===== src/include/sdcd_map.svh =====
/*
  constants of the memory command decoder: widths, burst lengths, timing counts.
  assumes inclusion by bare name from design files.
*/
`ifndef SDCD_MAP_SVH
`define SDCD_MAP_SVH
`define SDCD_BANKS        8
`define SDCD_BA_W         3
`define SDCD_ADDR_W       16
`define SDCD_AP_POS       10
`define SDCD_BC_POS       12
`define SDCD_MR_OTF_POS   0
`define SDCD_MR_CHOP_POS  1
`define SDCD_BEATS_EIGHT  4'h8
`define SDCD_BEATS_FOUR   4'h4
`define SDCD_CLK_NS       40
`define SDCD_BURST_NS     160
`define SDCD_BURST_CYC    ((`SDCD_BURST_NS + `SDCD_CLK_NS - 1) / `SDCD_CLK_NS)
`endif


===== src/include/sdcd_pkg.sv =====
/*
  types of the memory command decoder.
  assumes nothing beyond a SystemVerilog compiler.
*/
package sdcd_pkg;
  typedef enum logic [3:0] {
    SDCD_CMD_NONE, SDCD_CMD_MRS, SDCD_CMD_REF, SDCD_CMD_SRE, SDCD_CMD_SRX,
    SDCD_CMD_PRE, SDCD_CMD_ALL_BANK_CLOSE, SDCD_CMD_ACT, SDCD_CMD_WR, SDCD_CMD_RD,
    SDCD_CMD_ZQL, SDCD_CMD_ZQS, SDCD_CMD_PDE, SDCD_CMD_PDX, SDCD_CMD_ILL
  } sdcd_cmd_t;
  typedef enum logic [1:0] {
    SDCD_ST_RUN, SDCD_ST_PDN, SDCD_ST_SREF
  } sdcd_state_t;
endpackage


===== src/include/sdcd_pins_if.sv =====
/*
  synchronised command pins passed from the top to the decoder core.
  assumes a single clock domain.
*/
`timescale 1ns/1ps
`default_nettype none
interface sdcd_pins_if;
  logic       cs_n;
  logic       ras_n;
  logic       cas_n;
  logic       we_n;
  logic       cke;
  logic       cke_prev;
  logic [2:0] ba;
  logic       ap;
  logic       bc;
  modport src (output cs_n, ras_n, cas_n, we_n, cke, cke_prev, ba, ap, bc);
  modport dst (input cs_n, ras_n, cas_n, we_n, cke, cke_prev, ba, ap, bc);
endinterface
`default_nettype wire


===== src/core/sdcd_decode.sv =====
/*
  combinational command classification from one edge's sampled pins plus the previous edge's clock enable.
  assumes pins were sampled on the rising edge by the top module.
*/
`timescale 1ns/1ps
`default_nettype none
module sdcd_decode (
  sdcd_pins_if.dst          pins,
  output var sdcd_pkg::sdcd_cmd_t cmd_out
);
  logic [3:0] strobes;
  always_comb begin
    strobes = {pins.cs_n, pins.ras_n, pins.cas_n, pins.we_n};
    cmd_out = sdcd_pkg::SDCD_CMD_ILL;
    if (pins.cke_prev && pins.cke) begin
      if (pins.cs_n) cmd_out = sdcd_pkg::SDCD_CMD_NONE;
      else if (strobes == 4'h0) cmd_out = sdcd_pkg::SDCD_CMD_MRS;
      else if (strobes == 4'h1) cmd_out = sdcd_pkg::SDCD_CMD_REF;
      else if (strobes == 4'h2) cmd_out = pins.ap ? sdcd_pkg::SDCD_CMD_ALL_BANK_CLOSE
                                                  : sdcd_pkg::SDCD_CMD_PRE;
      else if (strobes == 4'h3) cmd_out = sdcd_pkg::SDCD_CMD_ACT;
      else if (strobes == 4'h4) cmd_out = sdcd_pkg::SDCD_CMD_WR;
      else if (strobes == 4'h5) cmd_out = sdcd_pkg::SDCD_CMD_RD;
      else if (strobes == 4'h6) cmd_out = pins.ap ? sdcd_pkg::SDCD_CMD_ZQL
                                                  : sdcd_pkg::SDCD_CMD_ZQS;
      else if (strobes == 4'h7) cmd_out = sdcd_pkg::SDCD_CMD_NONE;
    end else if (pins.cke_prev && !pins.cke) begin
      if (pins.cs_n || strobes == 4'h7) cmd_out = sdcd_pkg::SDCD_CMD_PDE;
      else if (strobes == 4'h1) cmd_out = sdcd_pkg::SDCD_CMD_SRE;
    end else if (!pins.cke_prev && pins.cke) begin
      if (pins.cs_n || strobes == 4'h7) cmd_out = sdcd_pkg::SDCD_CMD_PDX;
    end else begin
      cmd_out = sdcd_pkg::SDCD_CMD_NONE;
    end
  end
endmodule
`default_nettype wire


===== src/core/sdcd_top.sv =====
/*
  command and clock-enable decoder of a double-data-rate memory device.
  assumes pins from the controller are asynchronous to ref_clk_in and are
  synchronised here; rst_n_in is the device reset pin.
*/
// Notes on behaviour
// - commands decode only from strobes, clock enable and autoclose bit sampled at rising edge
// - all strobes low, clock enable high: bank address picks mode register, address opcode
// - activate opens row; precharge closes one bank or all when autoclose bit high
// - read/write; autoclose bit adds precharge; chop bit picks length if enabled
// - a started burst always completes; no later command cuts it
// - calibration command: long when autoclose bit high, short otherwise; first long is initial
// - no-operation registers nothing and leaves running operations alone
// - deselect ignores all inputs but clock enable and acts like no-operation
// - termination control never affects decoding or clock-enable transitions
// - self refresh held while clock enable low; exits on rise with idle command
// - refresh with clock enable falling enters self refresh only from idle
// - clock enable falling with idle command enters active or precharge power-down
// - no internal refresh activity while in power-down
`timescale 1ns/1ps
`default_nettype none
`include "sdcd_map.svh"
module sdcd_top #(
  parameter int BANKS     = `SDCD_BANKS,
  parameter int BURST_CYC = `SDCD_BURST_CYC
) (
  input  wire logic                     ref_clk_in,
  input  wire logic                     rst_n_in,
  input  wire logic                     cs_n_in,
  input  wire logic                     ras_n_in,
  input  wire logic                     cas_n_in,
  input  wire logic                     we_n_in,
  input  wire logic                     cke_in,
  input  wire logic [`SDCD_BA_W-1:0]    ba_in,
  input  wire logic [`SDCD_ADDR_W-1:0]  addr_in,
  input  wire logic                     termination_ctrl_in,
  output logic [3:0]                    mode_register_set_out,
  output logic [`SDCD_ADDR_W-1:0]       mode_reg0_out,
  output logic [BANKS-1:0]              bank_open_out,
  output logic                          burst_busy_out,
  output logic                          burst_write_out,
  output logic [3:0]                    burst_beats_out,
  output logic                          burst_autoclose_out,
  output logic                          impedance_cal_long_out,
  output logic                          impedance_cal_short_out,
  output logic                          cal_initial_out,
  output logic                          refresh_out,
  output logic                          self_refresh_out,
  output logic                          active_power_down_out,
  output logic                          precharge_power_down_out,
  output logic                          illegal_cmd_out
);
  initial begin
    if (BANKS != `SDCD_BANKS) $error("BANKS must equal the bank address range");
    if (BURST_CYC < 1 || BURST_CYC > 15) $error("BURST_CYC out of range");
  end

  // two-flop synchronisers; first stage read only by the second
  localparam int PW = 5 + `SDCD_BA_W + `SDCD_ADDR_W;
  logic [PW-1:0] meta_q, sync_q;
  logic          cke_prev_q;
  // termination_ctrl_in is never sampled, so it cannot steer decoding
  // reset to deselect with clock enable high: a zero reset would fake an exit
  always_ff @(posedge ref_clk_in or negedge rst_n_in) begin
    if (!rst_n_in) begin
      meta_q     <= {5'h1F, {(PW-5){1'h0}}};
      sync_q     <= {5'h1F, {(PW-5){1'h0}}};
      cke_prev_q <= 1'h1;
    end else begin
      meta_q     <= {cs_n_in, ras_n_in, cas_n_in, we_n_in, cke_in, ba_in, addr_in};
      sync_q     <= meta_q;
      cke_prev_q <= sync_q[PW-5];
    end
  end

  logic [`SDCD_ADDR_W-1:0] addr_s;
  sdcd_pins_if pins ();
  assign addr_s        = sync_q[`SDCD_ADDR_W-1:0];
  assign pins.cs_n     = sync_q[PW-1];
  assign pins.ras_n    = sync_q[PW-2];
  assign pins.cas_n    = sync_q[PW-3];
  assign pins.we_n     = sync_q[PW-4];
  assign pins.cke      = sync_q[PW-5];
  assign pins.cke_prev = cke_prev_q;
  assign pins.ba       = sync_q[`SDCD_ADDR_W +: `SDCD_BA_W];
  assign pins.ap       = addr_s[`SDCD_AP_POS];
  assign pins.bc       = addr_s[`SDCD_BC_POS];

  sdcd_pkg::sdcd_cmd_t cmd;
  sdcd_decode u_dec (
    .pins    (pins),
    .cmd_out (cmd)
  );

  sdcd_pkg::sdcd_state_t st_q, st_d;
  logic [3:0]              mrs_q, mrs_d;
  logic [`SDCD_ADDR_W-1:0] mr0_q, mr0_d;
  logic [BANKS-1:0]        open_q, open_d;
  logic [3:0]              bcnt_q, bcnt_d;
  logic                    bwr_q, bwr_d, bap_q, bap_d;
  logic [3:0]              beats_q, beats_d;
  logic                    zql_q, zql_d, zqs_q, zqs_d, init_q, init_d, first_q, first_d;
  logic                    ref_q, ref_d, apd_q, apd_d, ppd_q, ppd_d, ill_q, ill_d;
  logic [2:0]              ba_s;
  logic                    idle, busy;
  logic                    busy_q, busy_d, sref_q, sref_d;

  always_comb begin
    ba_s    = pins.ba;
    busy    = (bcnt_q != 4'h0);
    idle    = (open_q == '0) && !busy;
    st_d    = st_q;
    mrs_d   = 4'h0;
    mr0_d   = mr0_q;
    open_d  = open_q;
    bcnt_d  = busy ? bcnt_q - 4'h1 : 4'h0;
    bwr_d   = bwr_q;
    bap_d   = bap_q;
    beats_d = beats_q;
    zql_d   = 1'b0;
    zqs_d   = 1'b0;
    init_d  = 1'b0;
    first_d = first_q;
    ref_d   = 1'b0;
    ill_d   = 1'b0;
    if (!busy && bap_q) begin
      bap_d = 1'b0;
    end
    case (st_q)
      sdcd_pkg::SDCD_ST_SREF: begin
        // held whatever the pins do until a clean rise
        if (cmd == sdcd_pkg::SDCD_CMD_PDX) st_d = sdcd_pkg::SDCD_ST_RUN;
      end
      sdcd_pkg::SDCD_ST_PDN: begin
        // no refresh of our own here: ref_d stays low
        if (cmd == sdcd_pkg::SDCD_CMD_PDX) st_d = sdcd_pkg::SDCD_ST_RUN;
      end
      default: begin
        case (cmd)
          sdcd_pkg::SDCD_CMD_MRS: begin
            mrs_d[ba_s[1:0]] = !ba_s[2];
            if (ba_s == 3'h0) mr0_d = addr_s;
            ill_d = ba_s[2];
          end
          sdcd_pkg::SDCD_CMD_REF:  ref_d = 1'b1;
          sdcd_pkg::SDCD_CMD_ACT:  open_d[ba_s] = 1'b1;
          sdcd_pkg::SDCD_CMD_PRE:  open_d[ba_s] = 1'b0;
          sdcd_pkg::SDCD_CMD_ALL_BANK_CLOSE: open_d = '0;
          sdcd_pkg::SDCD_CMD_WR, sdcd_pkg::SDCD_CMD_RD: begin
            if (busy || !open_q[ba_s]) begin
              ill_d = 1'b1;
            end else begin
              bcnt_d = BURST_CYC[3:0];
              bwr_d  = (cmd == sdcd_pkg::SDCD_CMD_WR);
              bap_d  = pins.ap;
              if (mr0_q[`SDCD_MR_OTF_POS])
                beats_d = pins.bc ? `SDCD_BEATS_EIGHT : `SDCD_BEATS_FOUR;
              else
                beats_d = mr0_q[`SDCD_MR_CHOP_POS] ? `SDCD_BEATS_FOUR : `SDCD_BEATS_EIGHT;
              if (pins.ap) open_d[ba_s] = 1'b0;
            end
          end
          sdcd_pkg::SDCD_CMD_ZQL: begin
            zql_d   = 1'b1;
            init_d  = first_q;
            first_d = 1'b0;
          end
          sdcd_pkg::SDCD_CMD_ZQS: zqs_d = 1'b1;
          sdcd_pkg::SDCD_CMD_SRE: begin
            if (idle) st_d = sdcd_pkg::SDCD_ST_SREF;
            else ill_d = 1'b1;
          end
          sdcd_pkg::SDCD_CMD_PDE: st_d = sdcd_pkg::SDCD_ST_PDN;
          sdcd_pkg::SDCD_CMD_NONE: ;
          default: ill_d = 1'b1;
        endcase
      end
    endcase
    apd_d = (st_d == sdcd_pkg::SDCD_ST_PDN) && (open_d != '0);
    ppd_d = (st_d == sdcd_pkg::SDCD_ST_PDN) && (open_d == '0);
    busy_d = (bcnt_d != 4'h0);
    sref_d = (st_d == sdcd_pkg::SDCD_ST_SREF);
  end

  always_ff @(posedge ref_clk_in or negedge rst_n_in) begin
    if (!rst_n_in) begin
      st_q <= sdcd_pkg::SDCD_ST_RUN;
      mrs_q <= 4'h0;
      mr0_q <= '0;
      open_q <= '0;
      bcnt_q <= 4'h0;
      bwr_q <= 1'b0;
      bap_q <= 1'b0;
      beats_q <= `SDCD_BEATS_EIGHT;
      zql_q <= 1'b0;
      zqs_q <= 1'b0;
      init_q <= 1'b0;
      first_q <= 1'b1;
      ref_q <= 1'b0;
      apd_q <= 1'b0;
      ppd_q <= 1'b0;
      ill_q <= 1'b0;
      busy_q <= 1'b0;
      sref_q <= 1'b0;
    end else begin
      st_q <= st_d;
      mrs_q <= mrs_d;
      mr0_q <= mr0_d;
      open_q <= open_d;
      bcnt_q <= bcnt_d;
      bwr_q <= bwr_d;
      bap_q <= bap_d;
      beats_q <= beats_d;
      zql_q <= zql_d;
      zqs_q <= zqs_d;
      init_q <= init_d;
      first_q <= first_d;
      ref_q <= ref_d;
      apd_q <= apd_d;
      ppd_q <= ppd_d;
      ill_q <= ill_d;
      busy_q <= busy_d;
      sref_q <= sref_d;
    end
  end

  always_comb begin
    mode_register_set_out    = mrs_q;
    mode_reg0_out            = mr0_q;
    bank_open_out            = open_q;
    burst_busy_out           = busy_q;
    burst_write_out          = bwr_q;
    burst_beats_out          = beats_q;
    burst_autoclose_out      = bap_q;
    impedance_cal_long_out   = zql_q;
    impedance_cal_short_out  = zqs_q;
    cal_initial_out          = init_q;
    refresh_out              = ref_q;
    self_refresh_out         = sref_q;
    active_power_down_out    = apd_q;
    precharge_power_down_out = ppd_q;
    illegal_cmd_out          = ill_q;
  end

  a_mrs_pulse: assert property (@(posedge ref_clk_in) disable iff (!rst_n_in)
    cmd == sdcd_pkg::SDCD_CMD_MRS && st_q == sdcd_pkg::SDCD_ST_RUN && !pins.ba[2]
    |=> mrs_q != 4'h0) else $error("mode set not flagged");
  a_act_opens: assert property (@(posedge ref_clk_in) disable iff (!rst_n_in)
    cmd == sdcd_pkg::SDCD_CMD_ACT && st_q == sdcd_pkg::SDCD_ST_RUN
    |=> open_q[$past(pins.ba)]) else $error("bank not opened");
  a_all_bank_close_closes: assert property (@(posedge ref_clk_in) disable iff (!rst_n_in)
    cmd == sdcd_pkg::SDCD_CMD_ALL_BANK_CLOSE && st_q == sdcd_pkg::SDCD_ST_RUN
    |=> open_q == '0) else $error("banks not closed");
  a_burst_runs: assert property (@(posedge ref_clk_in) disable iff (!rst_n_in)
    $rose(burst_busy_out) |-> burst_busy_out [*4]) else $error("burst cut");
  a_cal_kind: assert property (@(posedge ref_clk_in) disable iff (!rst_n_in)
    cmd == sdcd_pkg::SDCD_CMD_ZQL && st_q == sdcd_pkg::SDCD_ST_RUN
    |=> zql_q && !zqs_q) else $error("long cal missing");
  a_nop_still: assert property (@(posedge ref_clk_in) disable iff (!rst_n_in)
    cmd == sdcd_pkg::SDCD_CMD_NONE && st_q == sdcd_pkg::SDCD_ST_RUN
    |=> open_q == $past(open_q) && !ill_q) else $error("nop changed state");
  a_sref_hold: assert property (@(posedge ref_clk_in) disable iff (!rst_n_in)
    st_q == sdcd_pkg::SDCD_ST_SREF && !pins.cke |=> self_refresh_out)
    else $error("self refresh left");
  a_sre_idle: assert property (@(posedge ref_clk_in) disable iff (!rst_n_in)
    $rose(self_refresh_out) |-> $past(idle)) else $error("self refresh not idle");
  a_pdn_norefr: assert property (@(posedge ref_clk_in) disable iff (!rst_n_in)
    st_q == sdcd_pkg::SDCD_ST_PDN |=> !refresh_out) else $error("refresh in power-down");
  c_write: cover property (@(posedge ref_clk_in) $rose(burst_busy_out) && burst_write_out);
  c_sref: cover property (@(posedge ref_clk_in) $fell(self_refresh_out));
  c_apd: cover property (@(posedge ref_clk_in) $rose(active_power_down_out));
endmodule
`default_nettype wire


===== config.mk =====
export PLATFORM = sky130hd
export DESIGN_NAME = sdcd_top
export DESIGN_NICKNAME = d
export VERILOG_FILES = /design/src/include/sdcd_pkg.sv /design/src/include/sdcd_pins_if.sv /design/src/core/sdcd_decode.sv /design/src/core/sdcd_top.sv
export VERILOG_INCLUDE_DIRS = /design/src /design/src/include
export SDC_FILE = /design/constraint.sdc
export NUM_CORES = 1
export LEC_CHECK = 0
export BUFFER_PORTS_ARGS = -buffer_cell sky130_fd_sc_hd__buf_2
export CORE_MARGIN = 8
export CORE_UTILIZATION = 35
export DETAILED_ROUTE_END_ITERATION = 8
export MAX_ROUTING_LAYER = met4
export PLACE_DENSITY_LB_ADDON = 0.08
export SYNTH_ARGS = -nofsm -noshare
export SYNTH_HDL_FRONTEND = slang
export SYNTH_SLANG_ARGS = --single-unit

===== constraint.sdc =====
create_clock -name ref_clk_in -period 5 [get_ports ref_clk_in]
set_input_delay 0.25 -clock ref_clk_in [delete_from_list [all_inputs] [get_ports ref_clk_in]]
set_output_delay 0.25 -clock ref_clk_in [all_outputs]
set_load 0.01 [all_outputs]

; ---- After elaboration in Yosys (flattened, before gate mapping)
; Index checks and enable logic that the tools add are counted.
[op_classes]
addsub = 1
n_lt_le_gt_ge = 4
eq_ne = 23
mux = 56
bitwise_logic = 6
reduce_logical = 30
[ops]
columns = operator, count
row1 = two-way mux 4 bit, 23
row2 = one-hot mux 8 bit (4 select lines), 1
row3 = equality test 4 x 3 -> 1 bit (second input constant), 7
row4 = equality test 4 bit (second input constant), 6
row5 = two-way mux 8 bit, 3
row6 = two-way mux 1 bit, 19
row7 = equality test 4 x 2 -> 1 bit (second input constant), 4
row8 = zero test 8 bit, 2
row9 = two-way mux 2 bit, 5
row10 = logical AND 1 bit, 9
row11 = AND 8 bit, 1
row12 = equality test 4 x 1 -> 1 bit (second input constant), 2
row13 = zero test 4 bit, 2
row14 = NOT 8 bit, 1
row15 = bitwise OR 8 bit, 1
row16 = nonzero test 4 bit, 2
row17 = nonzero test 8 bit, 1
row18 = OR reduction 8 bit, 1
row19 = AND reduction 3 bit, 2
row20 = zero test 1 bit, 5
row21 = AND 4 bit, 1
row22 = equality test 2 x 1 -> 1 bit (second input constant), 2
row23 = equality test 2 bit (second input constant), 2
row24 = < comparator 3 x 4 -> 1 bit (second input constant), 1
row25 = other kinds (14), 17
[totals]
ff_bits = 99
in_bits = 27
output_inout_bits = 43
elab_cells = 141

; ---- Longest topological paths before layout
[depth]
word_depth = 17
mapped_depth = 10
ltp_nobuf = 9

; ---- Cells and area by module
; A second synthesis with hierarchy kept.
[hier_totals]
hier_cells = 333
hier_area_um2 = 3848.7
[by_module_without_submodules]
columns = module, instances, cells_per_inst, area_each_um2, seq_area_each_um2
row1 = sdcd_top, 1, 306, 3663.5, 2443.6
row2 = sdcd_decode, 1, 27, 185.2, 0.0

; ---- Worst setup path before layout
; OpenSTA, ideal clock, no wires.
[synth_path]
path_kind = register -> register
startpoint = register sync_q[20]
endpoint = register mr0_q[10] (netlist: mode_reg0_out[10])
setup_ns = 0.125
t_arrival_ns = 2.141
required_time_ns = 4.875
setup_slack_ns = 2.733
path_stages_with_launch = 10
path_buffers = 3
period_less_slack_ns = 2.267
cell_sequence = dfstp_2 -> buf_6 -> mux2i_1 -> mux2i_1 -> o211ai_4 -> nand4_4 -> or2_1 -> buf_6 -> buf_12 -> mux2_4
[synth_via]
elab_chain_cells = 13
[synth_lines]
columns = element, line
row1 = "start, declared", sdcd_top.sv:60  ; logic [PW-1:0] meta_q, sync_q;
row2 = "start signal, assigned", sdcd_top.sv:67  ; sync_q <= {5'h1F, {(PW-5){1'h0}}};
row3 = "start signal, assigned", sdcd_top.sv:71  ; sync_q <= meta_q;
row4 = equality test 4 x 3 -> 1 bit, "sdcd_decode.sv:26, sdcd_decode.sv:28, sdcd_decode.sv:31"
row5 = two-way mux 4 bit, sdcd_decode.sv:26  ; else if (strobes == 4'h7) cmd_out = sdcd_pkg::SDCD_CMD_NONE;
row6 = two-way mux 4 bit, sdcd_decode.sv:24  ; else if (strobes == 4'h6) cmd_out = pins.ap ? sdcd_pkg::SDCD_CMD_ZQL
row7 = two-way mux 4 bit, sdcd_decode.sv:23  ; else if (strobes == 4'h5) cmd_out = sdcd_pkg::SDCD_CMD_RD;
row8 = two-way mux 4 bit, sdcd_decode.sv:22  ; else if (strobes == 4'h4) cmd_out = sdcd_pkg::SDCD_CMD_WR;
row9 = two-way mux 4 bit, sdcd_decode.sv:21  ; else if (strobes == 4'h3) cmd_out = sdcd_pkg::SDCD_CMD_ACT;
row10 = two-way mux 4 bit, sdcd_decode.sv:19  ; else if (strobes == 4'h2) cmd_out = pins.ap ? sdcd_pkg::SDCD_CMD_ALL_BANK_CLOSE
row11 = two-way mux 4 bit, sdcd_decode.sv:18  ; else if (strobes == 4'h1) cmd_out = sdcd_pkg::SDCD_CMD_REF;
row12 = two-way mux 4 bit, sdcd_decode.sv:17  ; else if (strobes == 4'h0) cmd_out = sdcd_pkg::SDCD_CMD_MRS;
row13 = two-way mux 4 bit, sdcd_decode.sv:16  ; if (pins.cs_n) cmd_out = sdcd_pkg::SDCD_CMD_NONE;
row14 = two-way mux 4 bit (*), sdcd_decode.sv:15  ; if (pins.cke_prev && pins.cke) begin
row15 = equality test 4 x 1 -> 1 bit (*), sdcd_top.sv:139  ; case (cmd)
row16 = AND reduction 3 bit (no line) (*), n/a
row17 = "end signal, assigned", sdcd_top.sv:208  ; mr0_q <= mr0_d;
row18 = "end, declared", sdcd_top.sv:97  ; logic [`SDCD_ADDR_W-1:0] mr0_q, mr0_d;
; Every way passes the cells marked *; elsewhere a longest branch is shown, timed or not.
; A chain may end at the register's enable or synchronous reset.

; ---- Final worst setup path
[layout_path]
startpoint = register cke_prev_q
endpoint = register mr0_q[2] (netlist: mode_reg0_out[2])
[layout_via]
elab_chain_cells = 7
[layout_lines]
columns = element, line
row1 = "start, declared", sdcd_top.sv:61  ; logic cke_prev_q;
row2 = "start signal, assigned", sdcd_top.sv:72  ; cke_prev_q <= sync_q[PW-5];
row3 = zero test 1 bit, sdcd_decode.sv:30  ; end else if (!pins.cke_prev && pins.cke) begin
row4 = logical AND 1 bit, sdcd_decode.sv:30
row5 = two-way mux 4 bit, sdcd_decode.sv:30
row6 = two-way mux 4 bit, sdcd_decode.sv:27  ; end else if (pins.cke_prev && !pins.cke) begin
row7 = two-way mux 4 bit (*), sdcd_decode.sv:15
row8 = equality test 4 x 1 -> 1 bit (*), sdcd_top.sv:139
row9 = AND reduction 3 bit (no line) (*), n/a
; Marked as above.

==> results by group <==
GRT
  – Pin count of the biggest net entering global routing: 51
  – GRT Max-Usage Layer: met2
  – Number of global-route vias before repair: 2672
  – First-pass GRT wire length: 14200 µm
  – Total track usage: 13.0%
  – GR Util met1: 16.6%
  – Initial antenna violation count: 0
  – GR Layer Usage met2: 18.5%
  – GR Util met3: 3.68%
  – GRT overflow: 0

Detailed routing
  – Residual DRC: 0
  – Via count: 2554
  – Antenna-violating nets left: 0
  – Wire per inst: 16.2 µm
  – 1st-iter DRT viols: 131
  – Total Wirelength: 8600 µm
  – Vias per cell: 4.82
  – DRT Pass-1 Iters: 4

Power
  – Comb pwr share: 18.3%
  – Power, Total: 1.76 mW
  – Leak Pwr: 2.27 nW
  – Worst-case vdd ir drop: 152 µV
  – Power per cell area: 371 nW/µm²
  – Clk pwr share: 28.5%
  – Net Sw Frac: 29.7%
  – Flop pwr share: 53.2%
  – NetSw: 0.523 mW
  – Internal: 1.23 mW

Timing
  – Hold Vio Cnt, Final: 0
  – Final min period: 2.93 ns
  – RSZ-0062 raised after global routing: no
  – Relative slew slack: 32.4%
  – Hold Worst Slack: 0.350 ns
  – Final Skew: 0.0114 ns
  – Worst Tran Pin Value: 1.01 ns
  – Final setup fails: 0
  – Sum Neg Setup Slack: 0 ns
  – Ratio of final minimum period to clock period: 58.6%
  – Max Slew Vio Count: 0
  – Achievable Freq: 342 MHz

Yosys
  – Area leader, netlist: dfrtp_1
  – Async SR Flop Fraction: 100%
  – Most used DFF post-synth: dfrtp_1
  – Synth Cell Area: 3870 µm²
  – Synth area leaders: dfrtp_1 54%, dfstp_2 8.8%, mux2_4 3.5%, mux2_2 2.0%, nor2_1 1.9%
  – Share of the synthesized area in the top cell type: 54.4%
  – Yosys warnings: 0
  – Mapped Cells: 294
  – Post-synthesis cell type count: 68
  – Post-synthesis sequential area ratio: 63.2%
  – Flop and latch count out of synthesis: 97
  – Synth Area per Inst: 13.2 µm²
  – Post-synth EDFFs: 0

Clock network
  – Worst skew pair latency: 0.37 ns
  – Total number of H-tree levels: 3
  – CTS tree: yes
  – CTS Buf Count: 9
  – Max Root-Sink Buffers: 2
  – Clock Pin Slew Worst Setup and Hold Paths: 0.10 ns
  – Clk sinks: 97
  – Clock Tree Root: clkbuf_8

Final layout
  – Filler instances: 1023
  – Antenna fix cells: 0
  – Seq. cell area: 2440 µm²
  – Design Area, Final: 4730 µm²
  – Final nets: 414
  – Commonest non-fill, non-tap cell in the layout: dfrtp_1
  – Layout area overhead: 22.4%
  – Layout cells sized above 1: 32.1%
  – Most frequent cells in the layout: 84 x dfrtp_1, 65 x buf_2, 25 x dlygate4sd3_1
  – Final Util: 43.9%
  – Multi-input logic area: 1290 µm²

Critical path
  – CP Data Required Time: 5.25 ns
  – Critical path class: register to register
  – Crit path DAT: 3.18 ns
  – Cell Chain, Critical Path: nand3b_1 > a211o_1 > nand2_2 > inv_2 > nand4_4 > or2_1 > mux2_2
  – Worst-path maximum fanout: 17
  – Type of origin of the critical path: register
  – Delay-heaviest family, CP: simple AND/OR/NAND/NOR gates
  – Crit. path cell count: 7
  – Cells on worst reg2reg path: 7
  – Critical Path End Type: register
  – Slowest-stage cell, CP: or2_1
  – CP bufs+invs: 1
  – Slowest stage delay, CP: 0.79 ns

Floorplanning
  – Initial core utilization: 35.8%
  – Die height: 121 µm
  – Num rows: 38
  – Die width: 121 µm
  – I/O pin cnt: 70
  – Full die area: 14700 µm²
  – Core area: 10800 µm²

Min path
  – Hold Crit Class: register to register
  – Hold depth: 0

Status
  – Status: completed

Place
  – Placer Congestion: 0.880
  – IO Port Bufs: 66
  – Final HPWL DP: 5950 µm
  – Instance area at placement: 4280 µm²

Run
  – Max Cap Viol: 0
==> final timing paths <==
check,end,start,slack (ns)
setup / recovery,mode_reg0_out[2],cke_prev_q,2.07
hold / removal,sync_q[6],meta_q[6],0.35
setup reg to reg,mode_reg0_out[2],cke_prev_q,2.07
hold reg to reg,sync_q[6],meta_q[6],0.35
max in group asynchronous,meta_q[16],rst_n_in,3.53
min in group asynchronous,meta_q[11],rst_n_in,0.43
==> power by group through the flow <==
stage / logic (mW) / clock network (mW) / registers (mW)
after floorplan: 0.202 / 0 / 0.946
after global placement: 0.312 / 0 / 0.949
final: 0.322 / 0.500 / 0.935
after detailed placement: 0.313 / 0 / 0.949
after global routing: 0.356 / 0.562 / 0.948
after CTS: 0.328 / 0.528 / 0.936
==> cells in the mapped netlist, drive strengths merged, types with 2 or more instances <==
library cell  count
a21o              3
or3b              2
nand4b            2
or3               4
nand2            14
nand4             2
o21ai            19
and2              2
dfrtp            84
dfstp            13
nand3             9
a32oi             2
o22ai             2
and2b             2
ha                2
nor2b             7
nand2b            5
a21oi             6
xor2              2
nor2             20
a31oi             4
nand3b            3
inv               9
clkbuf            3
xnor2             3
nor3              7
o211ai            7
mux2i             5
nor4              3
mux2             17
buf              10
==> per-stage QoR <==
step | cells | setup WS [ns]
after floorplan | 295 | 2.73
after global placement | 489 | 2.05
after detailed placement | 489 | 2.01
after CTS | 530 | 1.99
after global routing | 530 | 1.88
final | 530 | 2.07
==> worst register-to-register path, stage by stage (launching register included) <==
cell and delay, ns:
dfstp_2 0.60, nand3b_1 0.28, a211o_1 0.36, nand2_2 0.14
inv_2 0.09, nand4_4 0.13, or2_1 0.80, mux2_2 0.43
==> area by class of cell <==
class                   instances  share of cell area, %
flip-flops and latches         97                   51.6
clock buffers                  10                   2.91
multi-input cells             176                   27.3
repair buffers                 92                   12.5
clock inverters                 6                   1.30
well taps                     140                   3.70
inverters                       9                  0.714
==> registers in the layout, indices dropped and copies added (netlist names), 2 cells and up <==
| signal | cells |
|---|---|
| sync_q | 24 |
| mode_register_set_out | 4 |
| st_q | 2 |
| meta_q | 24 |
| bcnt_q | 4 |
| mode_reg0_out | 16 |
| burst_beats_out | 2 |
| bank_open_out | 8 |
==> cell families (layout without fill, tap and decap cells) <==
kind of cell / Yosys count / count (layout) / synth area share, %
mux: 22 / 22 / 7.12
xor+xnor: 5 / 5 / 1.62
flops: 97 / 97 / 63.2
simple gates: 90 / 90 / 13.5
compound gates: 55 / 55 / 10.4
buf+inv: 22 / 117 / 3.53
fa+ha+maj: 2 / 2 / 0.647
other cells: 1 / 2 / 0.0970
==> what timing repair did <==
action                    in CTS  in global routing
setup buffers                  0                  0
hold buffers                  25                  0
hold endpoints to repair      70                  0
gates resized for setup        0                  0
==> layer usage <==
| metal | vias to the layer above | wire, µm |
|---|---|---|
| li1 | 1219 | - |
| met1 | 1246 | 3970 |
| met2 | 74 | 3990 |
| met3 | 15 | 459 |
| met4 | 0 | 179 |
| met5 | - | 0 |
Power figures use the tool's default switching activity.
